## config.mk

```make
export PLATFORM = sky130hd
export DESIGN_NAME = light_sensor_user_registers
export DESIGN_NICKNAME = d
export VERILOG_FILES = /design/src/rtl/light_sensor_pkg.sv /design/src/rtl/light_sensor_user_registers.sv
export SDC_FILE = /design/constraint.sdc
export NUM_CORES = 1
export LEC_CHECK = 0
export BUFFER_PORTS_ARGS = -buffer_cell sky130_fd_sc_hd__buf_2
export CAP_MARGIN = 20
export CORE_ASPECT_RATIO = 1.5
export CORE_MARGIN = 5
export CORE_UTILIZATION = 48
export DETAILED_ROUTE_END_ITERATION = 6
export GPL_TIMING_DRIVEN = 0
export PLACE_DENSITY = 0.8
export SLEW_MARGIN = 10
export SYNTH_ARGS = -nofsm -noshare
export SYNTH_HDL_FRONTEND = slang
export SYNTH_SLANG_ARGS = --single-unit
```

## constraint.sdc

```tcl
create_clock -name mclk -period 1.62 [get_ports mclk]
set_input_delay 0.324 -clock mclk [delete_from_list [all_inputs] [get_ports mclk]]
set_output_delay 0.324 -clock mclk [all_outputs]
set_load 0.01 [all_outputs]
```

## src/rtl/light_sensor_pkg.sv

```systemverilog
// Package for the light sensor user register bank.
// Assumes a single 40 MHz clock domain and an internal register access port.
package light_sensor_pkg;

    // ----------------------------------------------------------------
    // Register offsets
    // ----------------------------------------------------------------
    localparam logic [3:0] ANALOG_CHAIN_SETTINGS_OFS      = 4'h0;
    localparam logic [3:0] CHANNEL_A_DAC_LEVEL_OFS        = 4'h1;
    localparam logic [3:0] CHANNEL_A_FILTER_SETTINGS_OFS  = 4'h2;
    localparam logic [3:0] CHANNEL_B_DAC_LEVEL_OFS        = 4'h3;
    localparam logic [3:0] CHANNEL_B_FILTER_SETTINGS_OFS  = 4'h4;
    localparam logic [3:0] PULSE_TRAIN_SETTINGS_OFS       = 4'h5;
    localparam logic [3:0] CRITICAL_ERROR_SOURCES_OFS     = 4'h6;
    localparam logic [3:0] RESET_CAUSE_FLAGS_OFS          = 4'h7;
    localparam logic [3:0] ADC_BUFFER_GAIN_OFS            = 4'hA;
    localparam logic [3:0] BANDGAP_TC_TRIM_OFS            = 4'hB;
    localparam logic [3:0] TEMPERATURE_TRIM_OFS           = 4'hC;
    localparam logic [3:0] CHANNEL_ENABLES_OFS            = 4'hD;
    localparam logic [3:0] AMBIENT_TEMPERATURE_SELECT_OFS = 4'hE;

    // ----------------------------------------------------------------
    // Reset values and writable-bit masks
    // ----------------------------------------------------------------
    localparam logic [7:0] ANALOG_CHAIN_SETTINGS_RST     = 8'h05;
    localparam logic [7:0] CHANNEL_FILTER_SETTINGS_RST   = 8'h0D;
    localparam logic [7:0] ZERO_RST                      = 8'h00;
    localparam logic [7:0] PULSE_TRAIN_MASK              = 8'hF7;
    localparam logic [7:0] ERROR_SOURCES_MASK            = 8'h7E;
    localparam logic [7:0] RESET_CAUSE_MASK              = 8'h03;
    localparam logic [7:0] ADC_BUFFER_GAIN_MASK          = 8'h1F;
    localparam logic [7:0] BANDGAP_TC_TRIM_MASK          = 8'hF8;
    localparam logic [7:0] TEMPERATURE_TRIM_MASK         = 8'h3F;
    localparam logic [7:0] CHANNEL_ENABLES_MASK          = 8'hFE;
    localparam logic [7:0] AMBIENT_TEMPERATURE_MASK      = 8'h03;

    // ----------------------------------------------------------------
    // Error source bit positions in critical_error_sources
    // ----------------------------------------------------------------
    localparam int ERR_AMP_CLIP_BIT   = 1;
    localparam int ERR_DAC_SHUNT_BIT  = 2;
    localparam int ERR_REFERENCE_BIT  = 3;
    localparam int ERR_COMMON_MODE_BIT = 4;
    localparam int ERR_OSCILLATOR_BIT = 5;
    localparam int ERR_WAKE_BIT       = 6;

    // ----------------------------------------------------------------
    // Field positions in analog_chain_settings
    // ----------------------------------------------------------------
    localparam int DEMOD_CODE_LSB      = 4;
    localparam int LED_HIGH_GAIN_BIT   = 3;
    localparam int DC_LEAD_LSB         = 1;
    localparam int BUFFER_BYPASS_BIT   = 0;

    // ----------------------------------------------------------------
    // Status byte bit positions
    // ----------------------------------------------------------------
    localparam int STATUS_CRIT_ERR_BIT = 0;
    localparam int STATUS_INVALID_BIT  = 7;

    // ----------------------------------------------------------------
    // Analog chain timing (ns, us) and derived 40 MHz cycle counts
    // ----------------------------------------------------------------
    localparam int CLK_PERIOD_NS       = 25;
    localparam int DEMOD_STEP_NS       = 400;
    localparam int DEMOD_STEP_CYCLES   = DEMOD_STEP_NS / CLK_PERIOD_NS;
    localparam int DC_LEAD_BASE_US     = 50;
    localparam int DC_LEAD_BASE_CYCLES = (DC_LEAD_BASE_US * 1000) / CLK_PERIOD_NS;

    // ----------------------------------------------------------------
    // Carriers
    // ----------------------------------------------------------------
    typedef struct packed {
        logic       wr;
        logic       rd;
        logic [3:0] addr;
        logic [7:0] wdata;
    } reg_req_type;

    typedef struct packed {
        logic transimpedance_amplifier_clip_high;
        logic transimpedance_amplifier_clip_low;
        logic dac_shunt_oor;
        logic reference_oor;
        logic common_mode_oor;
        logic oscillator_oor;
    } monitor_type;

    typedef struct packed {
        logic [7:0]  demod_delay_cycles;
        logic        led_driver_high_gain;
        logic [15:0] dc_lead_cycles;
        logic        adc_buffer_bypass;
        logic [4:0]  adc_gain;
    } analog_ctrl_type;

endpackage : light_sensor_pkg

```

## src/rtl/light_sensor_user_registers.sv

```systemverilog
// User register bank with critical error flag logic of the light sensor.
// Assumes the command decoder on mclk issues one-cycle register requests.
// What this block does
// - Wake pin falling edge in sleep sets error.
// - Clipped amplifier output sets critical error.
// - Other monitored nodes out of range set error.
// - Error source register records each failing node.
// - Flag follows any error source bit set.
// - Analog settings power up at 0x05.
// - Demodulator delay equals code times 0.4 us.
// - Gain bit selects LED driver high gain.
// - Lead-time codes give 50/100/200/400 us.
// - Bypass bit skips ADC buffer, active light only.
// - Critical error reported as status bit 0.
// - Writing ones to error source bits 1-6 is invalid.
`timescale 1ns/1ps
`default_nettype none

module light_sensor_user_registers
    import light_sensor_pkg::*;
(
    input  wire logic            mclk,
    input  wire logic            rst_n,
    input  wire reg_req_type     req,
    input  wire logic            sleep_mode,
    input  wire logic            active_light_meas,
    input  wire logic            wake_trigger_pin,
    input  wire monitor_type     monitor,
    input  wire logic [1:0]      reset_cause_set,
    output logic [7:0]           rdata,
    output logic [7:0]           status_flags,
    output logic                 critical_error,
    output analog_ctrl_type      analog_ctrl,
    output logic [7:0]           channel_a_dac,
    output logic [7:0]           channel_a_filter,
    output logic [7:0]           channel_b_dac,
    output logic [7:0]           channel_b_filter,
    output logic [7:0]           pulse_train,
    output logic [7:0]           bandgap_trim,
    output logic [7:0]           temp_trim,
    output logic [7:0]           channel_enables,
    output logic [7:0]           ambient_select
);

    // ----------------------------------------------------------------
    // Input synchronisers
    // ----------------------------------------------------------------
    // The wake chain resets to the pin's idle high level, so release makes no false edge.
    logic [2:0] wake_sync_q;
    logic [5:0] mon_meta_q;
    logic [5:0] mon_sync_q;

    always_ff @(posedge mclk) begin
        if (!rst_n) begin
            wake_sync_q <= 3'h7;
            mon_meta_q  <= 6'h00;
            mon_sync_q  <= 6'h00;
        end else begin
            wake_sync_q <= {wake_sync_q[1:0], wake_trigger_pin};
            mon_meta_q  <= monitor;
            mon_sync_q  <= mon_meta_q;
        end
    end

    // Edge detection reads only the second and third stages.
    wire wake_fall = wake_sync_q[2] & ~wake_sync_q[1];

    // ----------------------------------------------------------------
    // Register storage
    // ----------------------------------------------------------------
    logic [7:0] analog_q;
    logic [7:0] ch_a_dac_q;
    logic [7:0] ch_a_filt_q;
    logic [7:0] ch_b_dac_q;
    logic [7:0] ch_b_filt_q;
    logic [7:0] pulse_q;
    logic [7:0] err_q;
    logic [7:0] err_d;
    logic [7:0] rst_cause_q;
    logic [7:0] rst_cause_d;
    logic [7:0] gain_q;
    logic [7:0] bg_trim_q;
    logic [7:0] temp_trim_q;
    logic [7:0] chan_en_q;
    logic [7:0] amb_q;
    logic       invalid_q;

    // ----------------------------------------------------------------
    // Request decode
    // ----------------------------------------------------------------
    wire wr = req.wr;
    wire rd = req.rd;

    wire wr_analog  = wr && (req.addr == ANALOG_CHAIN_SETTINGS_OFS);
    wire wr_ch_a_d  = wr && (req.addr == CHANNEL_A_DAC_LEVEL_OFS);
    wire wr_ch_a_f  = wr && (req.addr == CHANNEL_A_FILTER_SETTINGS_OFS);
    wire wr_ch_b_d  = wr && (req.addr == CHANNEL_B_DAC_LEVEL_OFS);
    wire wr_ch_b_f  = wr && (req.addr == CHANNEL_B_FILTER_SETTINGS_OFS);
    wire wr_pulse   = wr && (req.addr == PULSE_TRAIN_SETTINGS_OFS);
    wire wr_err     = wr && (req.addr == CRITICAL_ERROR_SOURCES_OFS);
    wire wr_rst     = wr && (req.addr == RESET_CAUSE_FLAGS_OFS);
    wire wr_gain    = wr && (req.addr == ADC_BUFFER_GAIN_OFS);
    wire wr_bg      = wr && (req.addr == BANDGAP_TC_TRIM_OFS);
    wire wr_temp    = wr && (req.addr == TEMPERATURE_TRIM_OFS);
    wire wr_chan    = wr && (req.addr == CHANNEL_ENABLES_OFS);
    wire wr_amb     = wr && (req.addr == AMBIENT_TEMPERATURE_SELECT_OFS);

    // Writing a one into any error bit is an invalid command; nothing is cleared.
    wire err_write_bad = wr_err && ((req.wdata & ERROR_SOURCES_MASK) != 8'h00);
    wire cmd_seen      = wr | rd;

    // ----------------------------------------------------------------
    // Error sources
    // ----------------------------------------------------------------
    logic [7:0] err_set;

    // Clipping at either rail of the amplifier counts as one source.
    wire amp_clipped = mon_sync_q[5] | mon_sync_q[4];

    always_comb begin
        err_set = 8'h00;
        err_set[ERR_AMP_CLIP_BIT]    = amp_clipped;
        err_set[ERR_DAC_SHUNT_BIT]   = mon_sync_q[3];
        err_set[ERR_REFERENCE_BIT]   = mon_sync_q[2];
        err_set[ERR_COMMON_MODE_BIT] = mon_sync_q[1];
        err_set[ERR_OSCILLATOR_BIT]  = mon_sync_q[0];
        err_set[ERR_WAKE_BIT]        = wake_fall & sleep_mode;
    end

    // A valid write of all zeros clears; a new event in that cycle still sets.
    wire err_clear = wr_err && !err_write_bad;

    always_comb begin
        err_d = err_q;
        if (err_clear) begin
            err_d = 8'h00;
        end
        err_d = (err_d | err_set) & ERROR_SOURCES_MASK;
    end

    // Reset cause bits are set by hardware and cleared by writing one.
    always_comb begin
        rst_cause_d = rst_cause_q;
        if (wr_rst) begin
            rst_cause_d = rst_cause_q & ~req.wdata;
        end
        rst_cause_d = (rst_cause_d | {6'h00, reset_cause_set}) & RESET_CAUSE_MASK;
    end

    // ----------------------------------------------------------------
    // Register updates
    // ----------------------------------------------------------------
    always_ff @(posedge mclk) begin
        if (!rst_n) begin
            analog_q <= ANALOG_CHAIN_SETTINGS_RST;
        end else if (wr_analog) begin
            analog_q <= req.wdata;
        end
    end

    always_ff @(posedge mclk) begin
        if (!rst_n) begin
            ch_a_dac_q  <= ZERO_RST;
            ch_a_filt_q <= CHANNEL_FILTER_SETTINGS_RST;
            ch_b_dac_q  <= ZERO_RST;
            ch_b_filt_q <= CHANNEL_FILTER_SETTINGS_RST;
        end else begin
            if (wr_ch_a_d) ch_a_dac_q  <= req.wdata;
            if (wr_ch_a_f) ch_a_filt_q <= req.wdata;
            if (wr_ch_b_d) ch_b_dac_q  <= req.wdata;
            if (wr_ch_b_f) ch_b_filt_q <= req.wdata;
        end
    end

    always_ff @(posedge mclk) begin
        if (!rst_n) begin
            pulse_q     <= ZERO_RST;
            gain_q      <= ZERO_RST;
            bg_trim_q   <= ZERO_RST;
            temp_trim_q <= ZERO_RST;
            chan_en_q   <= ZERO_RST;
            amb_q       <= ZERO_RST;
        end else begin
            if (wr_pulse) pulse_q     <= req.wdata & PULSE_TRAIN_MASK;
            if (wr_gain)  gain_q      <= req.wdata & ADC_BUFFER_GAIN_MASK;
            if (wr_bg)    bg_trim_q   <= req.wdata & BANDGAP_TC_TRIM_MASK;
            if (wr_temp)  temp_trim_q <= req.wdata & TEMPERATURE_TRIM_MASK;
            if (wr_chan)  chan_en_q   <= req.wdata & CHANNEL_ENABLES_MASK;
            if (wr_amb)   amb_q       <= req.wdata & AMBIENT_TEMPERATURE_MASK;
        end
    end

    // ----------------------------------------------------------------
    // Error, reset cause and invalid command flags
    // ----------------------------------------------------------------
    // Error bits start clear; a node still out of range sets them again after reset.
    always_ff @(posedge mclk) begin
        if (!rst_n) begin
            err_q       <= ZERO_RST;
            rst_cause_q <= ZERO_RST;
            invalid_q   <= 1'b0;
        end else begin
            err_q       <= err_d;
            rst_cause_q <= rst_cause_d;
            if (cmd_seen) begin
                invalid_q <= err_write_bad;
            end
        end
    end

    // ----------------------------------------------------------------
    // Read decode
    // ----------------------------------------------------------------
    logic [7:0] rd_mux;

    always_comb begin
        case (req.addr)
            ANALOG_CHAIN_SETTINGS_OFS:      rd_mux = analog_q;
            CHANNEL_A_DAC_LEVEL_OFS:        rd_mux = ch_a_dac_q;
            CHANNEL_A_FILTER_SETTINGS_OFS:  rd_mux = ch_a_filt_q;
            CHANNEL_B_DAC_LEVEL_OFS:        rd_mux = ch_b_dac_q;
            CHANNEL_B_FILTER_SETTINGS_OFS:  rd_mux = ch_b_filt_q;
            PULSE_TRAIN_SETTINGS_OFS:       rd_mux = pulse_q;
            CRITICAL_ERROR_SOURCES_OFS:     rd_mux = err_q;
            RESET_CAUSE_FLAGS_OFS:          rd_mux = rst_cause_q;
            ADC_BUFFER_GAIN_OFS:            rd_mux = gain_q;
            BANDGAP_TC_TRIM_OFS:            rd_mux = bg_trim_q;
            TEMPERATURE_TRIM_OFS:           rd_mux = temp_trim_q;
            CHANNEL_ENABLES_OFS:            rd_mux = chan_en_q;
            AMBIENT_TEMPERATURE_SELECT_OFS: rd_mux = amb_q;
            default:                        rd_mux = 8'h00;
        endcase
    end

    // ----------------------------------------------------------------
    // Decoded analog controls
    // ----------------------------------------------------------------
    wire [3:0]  demod_code   = analog_q[DEMOD_CODE_LSB +: 4];
    wire        led_high     = analog_q[LED_HIGH_GAIN_BIT];
    wire [1:0]  lead_code    = analog_q[DC_LEAD_LSB +: 2];
    wire        bypass_bit   = analog_q[BUFFER_BYPASS_BIT];

    // Counts are whole mclk cycles; the widths hold the largest code.
    wire [7:0]  demod_cycles = 8'(demod_code * DEMOD_STEP_CYCLES);
    wire [15:0] lead_cycles  = 16'(DC_LEAD_BASE_CYCLES << lead_code);
    wire        bypass_now   = bypass_bit & active_light_meas;

    analog_ctrl_type analog_d;

    always_comb begin
        analog_d.demod_delay_cycles   = demod_cycles;
        analog_d.led_driver_high_gain = led_high;
        analog_d.dc_lead_cycles       = lead_cycles;
        analog_d.adc_buffer_bypass    = bypass_now;
        analog_d.adc_gain             = gain_q[4:0];
    end

    // ----------------------------------------------------------------
    // Read data and status outputs
    // ----------------------------------------------------------------
    // The flag and status bit 0 follow the error register one cycle later.
    always_ff @(posedge mclk) begin
        if (!rst_n) begin
            rdata          <= 8'h00;
            status_flags   <= 8'h00;
            critical_error <= 1'b0;
        end else begin
            if (rd) rdata <= rd_mux;
            critical_error <= |err_q;
            status_flags   <= {invalid_q, 6'h00, |err_q};
        end
    end

    // ----------------------------------------------------------------
    // Registered outputs
    // ----------------------------------------------------------------
    always_ff @(posedge mclk) begin
        if (!rst_n) begin
            analog_ctrl      <= '0;
            channel_a_dac    <= 8'h00;
            channel_a_filter <= 8'h00;
            channel_b_dac    <= 8'h00;
            channel_b_filter <= 8'h00;
            pulse_train      <= 8'h00;
            bandgap_trim     <= 8'h00;
            temp_trim        <= 8'h00;
            channel_enables  <= 8'h00;
            ambient_select   <= 8'h00;
        end else begin
            analog_ctrl      <= analog_d;
            channel_a_dac    <= ch_a_dac_q;
            channel_a_filter <= ch_a_filt_q;
            channel_b_dac    <= ch_b_dac_q;
            channel_b_filter <= ch_b_filt_q;
            pulse_train      <= pulse_q;
            bandgap_trim     <= bg_trim_q;
            temp_trim        <= temp_trim_q;
            channel_enables  <= chan_en_q;
            ambient_select   <= amb_q;
        end
    end

endmodule : light_sensor_user_registers

`default_nettype wire

```

==> impl_metrics.py, run 1 <==
metrics = {
    "place": {
        "io_buffers": 110,
        "hpwl_um": 16390,
        "post-place-ws_ps": -259.8,
        "placed_area_um2": 8170,
        "dp_cells": 1071,
        "place_congestion": 1.019,
    },
    "critical_path": {
        "cp_max_fo": 10,
        "required_ps": 1930,
        "worstPathArrival_ps": 1830,
        "critPathBufInv": 2,
        "r2r_setup_slack_ps": 230,
        "start_kind": "input pin",
        "cp_top_family": "buffers and inverters",
        "cp-end-kind": "register",
        "max_stage_delay_ps": 370,
        "rr_startpoint": "analog_q[0]",
        "slowest_stage": "mux2i_1",
        "r2r-end": "rdata[0]",
        "ff2ff_path_depth": 4,
        "startpoint": "req[10]",
        "crit_type": "in2reg",
        "worstPathCellList": "buf_4 > buf_2 > mux2i_1 > o32ai_1 > nor4_1 > o21ai_1",
    },
    "hold_path": {
        "hold_path_depth": 1,
        "min-delay-start": "rst_n",
        "worstHoldEndpoint": "analog_ctrl[16]",
        "hold_class": "in2reg",
    },
    "global_route": {
        "grt_overflow": 0,
        "grt_pass1_vias": 5994,
        "antenna_found_initial": 0,
        "grt_util_all_layers_pct": 24.94,
        "grt_first_pass_wirelength_um": 33960,
        "grt_max_degree": 17,
    },
    "route": {
        "wire_per_inst_um": 20.32,
        "drt_iter0_markers": 533,
        "routed_wl_um": 22410,
        "avgViaCountPerCell": 5.337,
        "via_count": 5887,
        "ant_nets": 0,
        "dr.pass1.iters": 6,
        "drc": 0,
    },
    "clock_network": {
        "cts.sinks": 185,
        "clk_pin_slew_ps": 70,
        "htreeDepth": 4,
        "postCtsSetupBuffers": 0,
        "cts_tree": "yes",
        "postCtsResizedCells": 0,
        "clk_path_buf_depth": 2,
        "insertion_delay_ps": 430,
        "root_buffer": "clkbuf_16",
        "hold_buffers": 0,
        "numCtsBuffers": 17,
    },
    "layout": {
        "fin_util_pct": 58.42,
        "drive_above_1_share_pct": 23.78,
        "fin_area_um2": 8763,
        "syn2layout_area_growth_pct": 20.61,
        "antenna_cells": 0,
        "stdcell_count": 1103,
        "layout.nets": 918,
    },
    "status": {
        "status": "completed",
    },
    "synth": {
        "yosysUniqueCellTypes": 69,
        "synth.yosys.seq_area_share_pct": 50.97,
        "synth_area_leaders": "dfxtp_1, and2_1, mux2i_1",
        "synthXorXnorAreaFrac_pct": 0,
        "synthArstFlopShare_pct": 0,
        "synth_top_family_by_area": "simple AND/OR/NAND/NOR gates",
        "yosysMostFrequentCell": "dfxtp_1",
        "synthAdderAreaFrac_pct": 0,
        "yosys_warnings": 0,
        "synthMuxAreaShare_pct": 6.372,
        "synth_top_area_share_pct": 50.97,
        "synthesis.instances": 734,
        "ys_ff_latch": 185,
        "synth-simple-area-share_pct": 22.66,
        "synth-compound-area-share_pct": 12.50,
        "synth_common_cells": "dfxtp_1, and2_1, nand2_1, nor2b_1, mux2i_1",
        "syn-cell-area_um2": 7266,
        "synth_top_cell_by_area": "dfxtp_1",
        "synth_top_flop_cell": "dfxtp_1",
        "synth.avg_cell_area_um2": 9.899,
        "synth_edf_count": 0,
    },
    "sta": {
        "final_period_minus_worst_setup_slack_ps": 1518,
        "finalSetupTns_ps": 0,
        "worstMarginPinSlew_ps": 833.4,
        "worst_clock_skew_ps": 7.749,
        "period_share_pct": 93.70,
        "setup_viol": 0,
        "relSlewSlack_pct": 44.44,
        "report.final.slew_viol_count": 0,
        "fin_ws_ps": 102.1,
        "hold_viol": 0,
        "hold_slack_ps": 52.58,
        "fmax_mhz": 658.8,
        "rsz0062_at_grt": "no",
    },
    "job": {
        "cap_violations": 0,
    },
    "power": {
        "totalPowerFinal_mw": 9.621,
        "power_density_nw_per_um2": 1098,
        "ir_drop_mv": 0.6351,
        "leakage_nw": 3.873,
    },
    "die": {
        "io_pins": 147,
        "dieArea_um2": 17750,
        "die_w_um": 110.5,
        "core_um2": 15000,
        "start_util_pct": 48.43,
        "die_h_um": 160.7,
        "row_count": 55,
    },
}
[worst max-delay path by stage]
stage,to,slack (ps),depth (start not counted)
after detailed placement,rdata[0],-260,6
final,rdata[0],100,6
after floorplan,rdata[1],190,6
after CTS,rdata[0],120,6
after global routing,rdata[0],30,6
after global placement,rdata[0],-240,6
[cells by family after synthesis]
logic type / Yosys count
AND/OR/NAND/NOR: 280
buffers and inverters: 91
other: 1
flip-flops: 185
multiplexers: 45
AO/OA/AOI/OAI: 132
[cells in the final DEF, fill, tap and decap left out, drive strengths merged, types with 4 or more instances in the layout]
cell type  count
nor2          14
buf          166
a211oi         4
o21ai         34
inv            8
a21boi        43
a31oi          6
a22oi          4
o21a           4
nor4           6
nand2         56
a21oi         15
nand2b         6
and3           6
and2          84
nor2b         44
mux2i         41
clkbuf        50
clkinv         4
nand3         28
nand3b        16
mux2           4
conb          29
dfxtp        185
[layer usage]
metal	track usage [%]	vias to the layer above	routed length, um
li1	-	2748	-
met2	43.09	322	11090
met1	28.14	2744	8444
met4	14.51	0	1244
met5	0	-	0
met3	5.541	73	1639
[cell type report]
class | count | area [um2]
timing repair buffer | 110 | 550.5
inverter | 5 | 18.77
multi-input combinational | 486 | 3127
sequential | 185 | 3704
fill | 1348 | 6238
clock buffer | 20 | 456.7
clock inverter | 12 | 136.4
buffer | 86 | 521.8
tap | 199 | 249.0
[worst reg2reg max path, delay by kind of cell (launching register included)]
| family | cells | cell delay, ps |
|---|---|---|
| DFF | 1 | 340 |
| and+or+nand+nor | 1 | 360 |
| muxes | 1 | 270 |
| AOI/OAI and AO/OA | 2 | 300 |
[power breakdown]
part / internal [mW] / total (mW) / switching (mW)
sequential: 4.64 / 4.69 / 0.0518
clock: 2.37 / 4.19 / 1.82
combinational: 0.279 / 0.741 / 0.462
[registers in the layout, indices dropped and copies added, names as in the netlist, 7 cells and up]
| name | flops |
|---|---|
| analog_ctrl | 20 |
| analog_q | 8 |
| ch_a_dac_q | 8 |
| ch_a_filt_q | 8 |
| ch_b_dac_q | 8 |
| ch_b_filt_q | 8 |
| chan_en_q | 7 |
| channel_a_dac | 8 |
| channel_a_filter | 8 |
| channel_b_dac | 8 |
| channel_b_filter | 8 |
| channel_enables | 7 |
| pulse_q | 7 |
| pulse_train | 7 |
| rdata | 8 |
No activity file was read; power rests on OpenSTA's default activity.
==> inputs of run 2 (changes only) <==
Settings changed: SETUP_SLACK_MARGIN set to 0.5.
==> impl_metrics.py, run 2 (synthesized netlist as in run 1, its figures left out) <==
metrics = {
    "status": {
        "status": "completed",
    },
    "layout": {
        "drive_above_1_share_pct": 36.39,
        "antenna_cells": 0,
        "fin_area_um2": 9748,
        "largest_reg_flops": 20,
        "layout_commonest_cell": "dfxtp_1",
        "regMostFlops": "analog_ctrl",
        "stdcell_count": 1125,
        "layout.nets": 940,
        "multi_input_area_um2": 3398,
        "seq_area_um2": 3771,
        "fill_cells": 1218,
        "layout_common_cells": "dfxtp_1, and2_1, buf_2",
        "fin_util_pct": 64.98,
        "syn2layout_area_growth_pct": 34.17,
    },
    "global_route": {
        "grt_pass1_vias": 6020,
        "grt_overflow": 0,
        "grt_first_pass_wirelength_um": 34330,
        "antenna_found_initial": 0,
        "grt_util_all_layers_pct": 25.20,
        "grt_max_degree": 17,
    },
    "die": {
        "start_util_pct": 48.43,
        "io_pins": 147,
        "row_count": 55,
        "dieArea_um2": 17750,
        "die_w_um": 110.5,
        "core_um2": 15000,
        "die_h_um": 160.7,
    },
    "power": {
        "p_int_mw": 7.413,
        "combinationalPowerShare_pct": 9.3,
        "pwr-share-seq_pct": 47.9,
        "netSwitchingPower_mw": 2.386,
        "leakage_nw": 4.205,
        "switching_share_pct": 24.35,
        "ir_drop_mv": 0.6558,
        "totalPowerFinal_mw": 9.799,
        "power_density_nw_per_um2": 1005,
        "p_clk_share_pct": 42.8,
    },
    "critical_path": {
        "start_kind": "register",
        "worstPathArrival_ps": 980,
        "required_ps": 1300,
        "cp_max_fo": 2,
        "crit_type": "reg2out",
        "ff2ff_path_depth": 4,
        "cp-end-kind": "output port",
    },
    "sta": {
        "period_share_pct": 80.22,
        "hold_viol": 0,
        "setup_viol": 0,
        "rsz0062_at_grt": "yes",
        "final_period_minus_worst_setup_slack_ps": 1299,
        "report.final.slew_viol_count": 0,
        "fmax_mhz": 769.5,
        "worst_clock_skew_ps": 8.842,
        "worstMarginPinSlew_ps": 723.7,
        "relSlewSlack_pct": 51.76,
    },
    "clock_network": {
        "hold_buffers": 0,
        "cts.sinks": 185,
        "insertion_delay_ps": 430,
        "clk_path_buf_depth": 2,
        "root_buffer": "clkbuf_16",
        "clk_pin_slew_ps": 60,
        "cts_tree": "yes",
        "htreeDepth": 4,
        "numCtsBuffers": 17,
    },
    "route": {
        "avgViaCountPerCell": 5.362,
        "routed_wl_um": 22950,
        "via_count": 6032,
        "drt_iter0_markers": 439,
        "drc": 0,
        "ant_nets": 0,
        "dr.pass1.iters": 5,
        "wire_per_inst_um": 20.40,
    },
    "place": {
        "hpwl_um": 16400,
        "io_buffers": 110,
        "dp_cells": 1071,
        "place_congestion": 0.9739,
        "placed_area_um2": 8283,
    },
    "hold_path": {
        "hold_class": "in2reg",
        "hold_path_depth": 1,
    },
    "job": {
        "cap_violations": 0,
    },
}
[run 2: worst max-delay path: stages, from the launching register on]
cell and delay [ps]:
dfxtp_2 330, buf_6 110, buf_6 110
[run 2: layout make-up]
cell class,instances,share of cell area [%]
repair buffers,132,10.77
plain buffers,86,6.803
flip-flops and latches,185,38.69
inverters,5,0.2310
clock buffers,20,4.685
multi-input cells,486,34.86
clock inverters,12,1.412
well taps,199,2.554
[run 2: path summary, 6_finish.rpt]
check,startpoint,endpoint,slack (ps)
min,rst_n,analog_ctrl[16],60
min reg2reg,wake_sync_q[0],wake_sync_q[1],420
max reg2reg,ch_b_dac_q[3],rdata[3],330
max,analog_ctrl[16],analog_ctrl[16],320
[run 2: routing by layer]
metal  wire [um]  global-route usage [%]  vias up  part of all wire [%]
met5           0                       0        -                     0
met4        1281                   14.17        0                   5.6
met3        1511                   5.013       81                   6.6
met2       11560                   44.45      293                    50
met1        8590                   28.20     2859                    37
li1            -                       -     2799                     -
[run 2: power groups by stage]
stage	combinational, mW	sequential (mW)	clock, mW
5_1_grt	0.957	4.70	4.42
2_1_floorplan	0.480	4.79	0
3_3_place_gp	0.745	4.79	0
4_1_cts	0.842	4.69	4.22
3_5_place_dp	0.748	4.79	0
6_report	0.909	4.70	4.19
[run 2: timing repair]
| action | 4_1_cts | 5_1_grt |
|---|---|---|
| resized for setup | 94 | 95 |
| setup endpoints to repair | 218 | 142 |
| setup buffers | 13 | 7 |
| hold endpoints to repair | 0 | 0 |
| cloned | 1 | 1 |
| pin swaps | 15 | 12 |
[run 2: per-stage QoR]
step | setup TNS, ps | hold WS, ps | setup WS [ps]
after floorplan | 0 | 351.7 | 262.6
final | 0 | 62.96 | 320.5
after CTS | 0 | 52.42 | 321.4
after global placement | -3609 | 391.1 | -141.7
after detailed placement | -3570 | 404.1 | -147.1
after global routing | 0 | 68.25 | 300.9
